`src/hw/rbs_pkg.sv`:
```
// Purpose: Constants and types for the reset and boot-select block.
// Assumes: One 100 MHz clock; chip reset from the board, active low.
// Notes: Operation summary follows.
package rbs_pkg;

  localparam int unsigned CLK_MHZ = 100;
  // Internal reset sequence length in ns
  localparam int unsigned RESET_SEQ_NS = 500;
  localparam int unsigned RESET_SEQ_CYC = (RESET_SEQ_NS * CLK_MHZ + 999) / 1000;
  localparam int unsigned EPROM_WAITS = 16;
  localparam int unsigned NUM_IRQ = 4;
  localparam int unsigned SOFT_RST_POS = 0;

  localparam logic [31:0] START_IRQ0 = 32'h3000_0000;
  localparam logic [31:0] START_IRQ1 = 32'h3800_0000;
  localparam logic [31:0] START_IRQ2 = 32'h8000_0000;
  localparam logic [31:0] START_IRQ3 = 32'h0000_0000;
  localparam logic [3:0] VEC_ENABLE_RESET = 4'hF;
  localparam logic [7:0] EMU_CTL_RESET = 8'h00;

  typedef enum logic [1:0] {
    RBS_BOOT_EPROM = 2'h0,
    RBS_BOOT_MASTER = 2'h1,
    RBS_BOOT_LINK = 2'h2,
    RBS_BOOT_NONE = 2'h3
  } rbs_boot_t;

  typedef enum logic [2:0] {
    RBS_ST_RESET = 3'h0,
    RBS_ST_IDLE = 3'h1,
    RBS_ST_LOAD = 3'h2,
    RBS_ST_RUN = 3'h3
  } rbs_state_t;

  // Start request handed to the core
  typedef struct packed {
    logic valid;
    logic [31:0] addr;
    logic external;
  } rbs_start_t;

  // One EPROM read request
  typedef struct packed {
    logic req;
    logic [23:0] addr;
  } rbs_eprom_rd_t;

endpackage : rbs_pkg

```
`src/hw/rbs_packer.sv`:
```
// Purpose: Packs EPROM bytes into 32-bit instruction words.
// Assumes: Bytes arrive in ascending address order, least significant first.
// Notes: Acts as the byte packing path of DMA channel 0.
module rbs_packer (
  // Clock and reset
  input wire logic clk_i,
  input wire logic nrst_i,
  input wire logic clear_i,
  // Byte side
  input wire logic byte_valid_i,
  input wire logic [7:0] byte_i,
  // Word side
  output logic word_valid_o,
  output logic [31:0] word_o
);

  logic [1:0] cnt;
  logic [23:0] acc;

  always_ff @(posedge clk_i or negedge nrst_i) begin
    if (!nrst_i) begin
      cnt <= 2'h0;
      acc <= 24'h000000;
      word_valid_o <= 1'b0;
      word_o <= 32'h00000000;
    end else if (clear_i) begin
      cnt <= 2'h0;
      word_valid_o <= 1'b0;
    end else begin
      word_valid_o <= 1'b0;
      if (byte_valid_i) begin
        cnt <= cnt + 2'h1;
        if (cnt == 2'h3) begin
          word_o <= {byte_i, acc};
          word_valid_o <= 1'b1;
        end else begin
          acc <= {byte_i, acc[23:8]};
        end
      end
    end
  end

endmodule // rbs_packer

```
`src/hw/rbs_top.sv`:
```
// Purpose: Reset levels, reset-complete output and boot start selection.
// Assumes: All inputs synchronous to clk_i; boot mode strapped.
// Notes: Core reset is separate from I/O reset.
module rbs_top #(
  parameter int unsigned BOOT_WORDS = 256,
  parameter int unsigned SEQ_CYC = rbs_pkg::RESET_SEQ_CYC
) (
  // Clock and chip reset
  input wire logic clk_i,
  input wire logic nrst_i,
  // Straps and control
  input wire logic [1:0] boot_mode_i,
  input wire logic emu_ctl_we_i,
  input wire logic [7:0] emu_ctl_wdata_i,
  // Interrupts
  input wire logic [3:0] external_interrupt_lines_i,
  // Boot loads by master or link port finished
  input wire logic load_done_i,
  // EPROM data
  input wire logic eprom_valid_i,
  input wire logic [7:0] eprom_data_i,
  // Reset and core control
  output logic reset_complete_n_o,
  output logic core_reset_n_o,
  output logic core_idle_o,
  output rbs_pkg::rbs_start_t start_o,
  output logic [3:0] vec_enable_o,
  // EPROM access
  output logic boot_memory_select_n_o,
  output rbs_pkg::rbs_eprom_rd_t eprom_rd_o,
  output logic [4:0] eprom_wait_o,
  // Packed boot words
  output logic boot_word_valid_o,
  output logic [31:0] boot_word_o
);

  // Refuse sizes that the 24-bit byte address or 16-bit counter cannot hold
  if (BOOT_WORDS == 0 || BOOT_WORDS > (1 << 22)) begin : g_bad_words
    $error("BOOT_WORDS out of range");
  end
  if (SEQ_CYC == 0 || SEQ_CYC > 65535) begin : g_bad_seq
    $error("SEQ_CYC out of range");
  end

  rbs_pkg::rbs_state_t state;
  rbs_pkg::rbs_boot_t mode;
  logic [15:0] seq_cnt;
  logic [7:0] emulation_control_reg;
  logic core_soft_reset_bit;
  logic [4:0] wait_cnt;
  logic [23:0] rd_addr;
  logic [31:0] words_done;
  logic rd_pending;
  logic [31:0] next_addr;
  logic next_ext;
  logic pack_valid;

  assign core_soft_reset_bit = emulation_control_reg[rbs_pkg::SOFT_RST_POS];

  // Emulation control: soft reset bit self-clears after one cycle
  always_ff @(posedge clk_i or negedge nrst_i) begin
    if (!nrst_i) begin
      emulation_control_reg <= rbs_pkg::EMU_CTL_RESET;
    end else if (emu_ctl_we_i) begin
      emulation_control_reg <= emu_ctl_wdata_i;
    end else if (core_soft_reset_bit) begin
      emulation_control_reg[rbs_pkg::SOFT_RST_POS] <= 1'b0;
    end
  end

  // Internal reset sequence counter, chip reset only
  always_ff @(posedge clk_i or negedge nrst_i) begin
    if (!nrst_i) begin
      seq_cnt <= 16'h0000;
      reset_complete_n_o <= 1'b0;
    end else if (seq_cnt != SEQ_CYC[15:0]) begin
      seq_cnt <= seq_cnt + 16'h0001;
    end else begin
      reset_complete_n_o <= 1'b1;
    end
  end

  // Boot mode latched at the end of the reset sequence
  always_ff @(posedge clk_i or negedge nrst_i) begin
    if (!nrst_i) begin
      mode <= rbs_pkg::RBS_BOOT_NONE;
    end else if (state == rbs_pkg::RBS_ST_RESET) begin
      mode <= rbs_pkg::rbs_boot_t'(boot_mode_i);
    end
  end

  // Lowest-numbered asserted line wins
  always_comb begin
    next_addr = rbs_pkg::START_IRQ3;
    next_ext = 1'b0;
    if (external_interrupt_lines_i[0]) begin
      next_addr = rbs_pkg::START_IRQ0;
      next_ext = 1'b1;
    end else if (external_interrupt_lines_i[1]) begin
      next_addr = rbs_pkg::START_IRQ1;
      next_ext = 1'b1;
    end else if (external_interrupt_lines_i[2]) begin
      next_addr = rbs_pkg::START_IRQ2;
      next_ext = 1'b1;
    end
  end

  // Core sequencing; soft reset restarts this, the core outputs and, through RESET, the EPROM reader and packer
  always_ff @(posedge clk_i or negedge nrst_i) begin
    if (!nrst_i) begin
      state <= rbs_pkg::RBS_ST_RESET;
      start_o <= '0;
      vec_enable_o <= 4'h0;
    end else if (core_soft_reset_bit) begin
      state <= rbs_pkg::RBS_ST_RESET;
      start_o <= '0;
      vec_enable_o <= 4'h0;
    end else begin
      start_o.valid <= 1'b0;
      case (state)
        rbs_pkg::RBS_ST_RESET: begin
          if (!reset_complete_n_o) begin
            state <= rbs_pkg::RBS_ST_RESET;
          end else begin
            vec_enable_o <= rbs_pkg::VEC_ENABLE_RESET;
            if (mode == rbs_pkg::RBS_BOOT_NONE) begin
              state <= rbs_pkg::RBS_ST_IDLE;
            end else begin
              state <= rbs_pkg::RBS_ST_LOAD;
            end
          end
        end
        rbs_pkg::RBS_ST_LOAD: begin
          if ((mode == rbs_pkg::RBS_BOOT_EPROM &&
               words_done == BOOT_WORDS) ||
              (mode != rbs_pkg::RBS_BOOT_EPROM && load_done_i)) begin
            state <= rbs_pkg::RBS_ST_IDLE;
          end
        end
        rbs_pkg::RBS_ST_IDLE: begin
          if (|external_interrupt_lines_i) begin
            start_o.valid <= 1'b1;
            start_o.addr <= next_addr;
            start_o.external <= next_ext;
            state <= rbs_pkg::RBS_ST_RUN;
          end
        end
        rbs_pkg::RBS_ST_RUN: begin
          state <= rbs_pkg::RBS_ST_RUN;
        end
        default: begin
          state <= rbs_pkg::RBS_ST_RESET;
        end
      endcase
    end
  end

  assign core_reset_n_o = (state != rbs_pkg::RBS_ST_RESET);
  assign core_idle_o = (state != rbs_pkg::RBS_ST_RUN);

  // EPROM reader: sixteen wait cycles per byte read
  always_ff @(posedge clk_i or negedge nrst_i) begin
    if (!nrst_i) begin
      wait_cnt <= 5'h00;
      rd_addr <= 24'h000000;
      rd_pending <= 1'b0;
      words_done <= 32'h00000000;
      boot_memory_select_n_o <= 1'b1;
      eprom_rd_o <= '0;
    end else if (state == rbs_pkg::RBS_ST_LOAD &&
                 mode == rbs_pkg::RBS_BOOT_EPROM &&
                 words_done != BOOT_WORDS) begin
      boot_memory_select_n_o <= 1'b0;
      eprom_rd_o.req <= 1'b0;
      if (!rd_pending) begin
        rd_pending <= 1'b1;
        wait_cnt <= 5'h00;
        eprom_rd_o.req <= 1'b1;
        eprom_rd_o.addr <= rd_addr;
      end else if (wait_cnt != 5'(rbs_pkg::EPROM_WAITS)) begin
        wait_cnt <= wait_cnt + 5'h01;
      end else if (eprom_valid_i) begin
        rd_pending <= 1'b0;
        rd_addr <= rd_addr + 24'h000001;
        if (rd_addr[1:0] == 2'h3) begin
          words_done <= words_done + 32'h00000001;
        end
      end
    end else begin
      boot_memory_select_n_o <= 1'b1;
      eprom_rd_o.req <= 1'b0;
      rd_pending <= 1'b0;
      if (state == rbs_pkg::RBS_ST_RESET) begin
        rd_addr <= 24'h000000;
        words_done <= 32'h00000000;
      end
    end
  end

  assign eprom_wait_o = wait_cnt;
  assign pack_valid = rd_pending && eprom_valid_i &&
                      wait_cnt == 5'(rbs_pkg::EPROM_WAITS) &&
                      !boot_memory_select_n_o;

  rbs_packer u_packer (
    .clk_i(clk_i),
    .nrst_i(nrst_i),
    .clear_i(state == rbs_pkg::RBS_ST_RESET),
    .byte_valid_i(pack_valid),
    .byte_i(eprom_data_i),
    .word_valid_o(boot_word_valid_o),
    .word_o(boot_word_o)
  );

endmodule // rbs_top

```
`config.mk`:
```
export PLATFORM = sky130hd
export DESIGN_NAME = rbs_top
export DESIGN_NICKNAME = d
export VERILOG_FILES = /design/src/hw/rbs_pkg.sv /design/src/hw/rbs_packer.sv /design/src/hw/rbs_top.sv
export SDC_FILE = /design/constraint.sdc
export NUM_CORES = 1
export LEC_CHECK = 0
export ABC_AREA = 0
export ABC_CLOCK_PERIOD_IN_PS = 4150
export BUFFER_PORTS_ARGS = -buffer_cell sky130_fd_sc_hd__buf_4
export CORE_MARGIN = 8
export CORE_UTILIZATION = 51
export CTS_BUF_LIST = sky130_fd_sc_hd__clkbuf_4 sky130_fd_sc_hd__clkbuf_8
export DETAILED_ROUTE_END_ITERATION = 16
export PLACE_DENSITY_LB_ADDON = 0.25
export RECOVER_POWER = 50
export SLEW_MARGIN = 20
export SYNTH_ARGS = -nofsm -noshare
export SYNTH_HDL_FRONTEND = slang
export SYNTH_HIERARCHICAL = 1
export SYNTH_SLANG_ARGS = --single-unit
export TNS_END_PERCENT = 20
```
`constraint.sdc`:
```
create_clock -name clk_i -period 4.15 [get_ports clk_i]
set_clock_uncertainty 0.2 [all_clocks]
set_input_delay 0.415 -clock clk_i [delete_from_list [all_inputs] [get_ports clk_i]]
set_output_delay 0.415 -clock clk_i [all_outputs]
set_load 0.02 [all_outputs]
```
==> reports/metrics.yaml <==
core_mm2: 0.01594
synth-seq-cells: 175
synthToLayoutAreaGrowth_pct: 12.02
synth.most_common_cell: "dfrtp_1"
total_power_uw: 3669
grt_util_all_layers_pct: 17.76
die_w_um: 143.8
io_pins: 132
die_area_mm2: 0.02068
fin_crit_ps: 3251
violations: "capacitance limit, slew limit"
path_class: "reg -> reg"
synthAdderAreaFrac_pct: 1.202
yosysTopAreaCell: "dfrtp_1"
numCtsBuffers: 17
critPathRequiredTime_ps: 4350
core.rowCount: 46
syn-cell-area_mm2: 0.008329
drt_iter0_drc: 370
dp_hpwl_um: 12440
netlist.area_leader.share_pct: 51.67
final_max_slew_viol_count: 35
clkTransAtPathRegs_ps: 100
yosysSeqAreaShare_pct: 52.62
irDropWorstVdd_v: 0.0001890
ys_async_sr_fraction_pct: 100.0
netlist_top_cells_count: "172 x dfrtp_1, 78 x mux2_2, 51 x nand2_1, 43 x nand3_1, 35 x buf_4"
tns_ps: 0
fillCellCount: 1395
postCtsSetupBuffers: 0
synth_edf_count: 0
synthMuxAreaShare_pct: 11.40
placed_cell_area_mm2: 0.009055
setup_viol: 0
cp.arrival_ps: 3450
drc_errors: 0
leakagePower_uw: 0.004355
cts-root-buf: "clkbuf_8"
crit_path_max_fanout: 22
synthSimpleGateAreaFrac_pct: 15.82
synth_compound_area_share_pct: 10.52
cts_max_level: 4
via_per_inst: 5.717
end_kind: "register"
clk_latency_ps: 460
ant_nets: 0
initial_utilization_pct: 52.24
grt_pass1_wl_um: 29460
num-nets-final: 879
status: "finished, violations left"
drive_gt1_share_pct: 17.76
synth_top_family_by_area: "simple AND/OR/NAND/NOR gates"
synth_cells: 746
cts.sinks: 175
post-route-util_pct: 58.52
n_antenna_cell: 0
cap_violations: 1
clockBufferDepth: 2
tightest_slew_ps: 1935
ys_warn_count: 6
relSlewSlack_pct: -28.98
wl_per_cell_um: 16.83
hold_class: "in -> reg"
die_h_um: 143.8
r2r_cells: 7
drt_wl_total_um: 18040
final_area_mm2: 0.009330
min_path_cells: 4
rsz0062_at_grt: "false"
routabilityCongestion: 0.8751
period_share_pct: 78.34
cts_tree: "done"
holdPathEnd: "start_o[0]"
post_cts_resized: 0
dp.cells: 1027
antenna_found_initial: 0
final_cells: 1072
regToRegSetupSlack_ps: 900
vias: 6129
grt_max_degree: 112
max_freq_mhz: 307.6
regArea_mm2: 0.004383
hold_viol: 0
first_pass_iters: 5
ys_types: 61
synthTopCellsByArea: "dfrtp_1 52%, mux2_2 11%, buf_4 3.2%, nand3_1 2.6%, nand2_1 2.3%"
worstReg2RegStart: "words_done[0]"
hp-start: "external_interrupt_lines_i[3]"
first_global_vias: 5897
cp-start-kind: "register"
synth-xor-area-share_pct: 2.313
top_regs: "u_packer/word_o: 32 flops, words_done: 32 flops, eprom_rd_o: 25 flops"
multi_input_area_mm2: 0.003543
syn_area_per_cell_um2: 11.17
dominantRegCellSynth: "dfrtp_1"
power_density_mw_per_mm2: 393.2
grt_overflow: 0
port_buffers: 96
r2r_end: "words_done[18]"
## per-stage QoR
| step | setup WS [ps] | hold slack (ps) |
|---|---|---|
| 6_report | 899.0 | 51.37 |
| 3_3_place_gp | 1051 | 259.9 |
| 4_1_cts | 930.9 | 12.81 |
| 3_5_place_dp | 962.9 | 259.6 |
| 5_1_grt | 619.9 | 46.77 |
| 2_1_floorplan | 1498 | -80.59 |
## area by class of cell
cell class / count / share of cell area, %
flip-flops and latches: 175 / 46.98
inverters: 25 / 1.006
well taps: 216 / 2.897
clock inverters: 14 / 1.784
repair buffers: 114 / 6.853
multi-input cells: 511 / 37.98
clock buffers: 17 / 2.508
## cell families (layout without fill, tap and decap cells)
family / Yosys count / count (layout)
and+or+nand+nor: 238 / 238
DFF: 175 / 175
AOI/OAI and AO/OA: 130 / 130
buffers and inverters: 87 / 170
muxes: 85 / 85
xor gates and xnor gates: 22 / 22
adders and majority gates: 8 / 8
other: 1 / 28
## how the worst max path moves through the flow
stage / startpoint / depth (start not counted) / slack [ps] / endpoint
floorplan: eprom_wait_o[0] / 8 / 1500 / u_packer/acc[16]
global placement: words_done[0] / 7 / 1050 / words_done[18]
detailed placement: words_done[0] / 7 / 960 / words_done[18]
CTS: words_done[0] / 7 / 930 / words_done[18]
global route: words_done[0] / 7 / 620 / words_done[28]
finish: words_done[0] / 7 / 900 / words_done[18]
## layout by cell type, fill, tap and decap left out, drive strengths merged, types with 7 or more instances in the layout
| cell type | netlist | layout |
|---|---|---|
| a21o | 17 | 17 |
| a21oi | 31 | 31 |
| a22o | 7 | 7 |
| and3 | 8 | 8 |
| and4 | 8 | 8 |
| buf | 50 | 25 |
| clkbuf | 12 | 93 |
| conb | 1 | 28 |
| dfrtp | 172 | 172 |
| dlygate4sd3 | 0 | 13 |
| ha | 8 | 8 |
| inv | 25 | 33 |
| mux2 | 79 | 79 |
| nand2 | 51 | 51 |
| nand3 | 43 | 43 |
| nand4 | 19 | 19 |
| nor2 | 24 | 24 |
| nor3 | 14 | 14 |
| nor4 | 9 | 9 |
| o21ai | 30 | 30 |
| o31ai | 10 | 10 |
| or3 | 19 | 19 |
| or4 | 14 | 14 |
| xnor2 | 16 | 16 |
## worst max-delay path, stage by stage, from the launching register on
cell	delay [ps]
dfrtp_1	450
inv_1	90
ha_1	130
nor4b_1	330
nand4_1	460
o2111ai_2	510
and2_1	760
a22o_1	270
## timing repair
item | in CTS | in global routing
endpoints found under the setup margin | 0 | 0
hold buffers | 13 | 0
hold endpoints to repair | 126 | 0
## layer usage
layer	share of wire (%)	GRT usage, %	vias up	routed length (um)
met2	49	29.59	163	8908
li1	-	-	2879	-
met4	1.3	4.815	0	231
met5	0	0	-	0
met1	44	23.00	3066	7979
met3	5.1	3.749	21	923
## power breakdown
group	leakage, uW	internal (uW)	total [uW]	switching (uW)
clock	0.000197	505	1180	676
sequential	0.00241	1780	1860	80.6
combinational	0.00175	167	630	463
(Power assumes the default switching activity.)
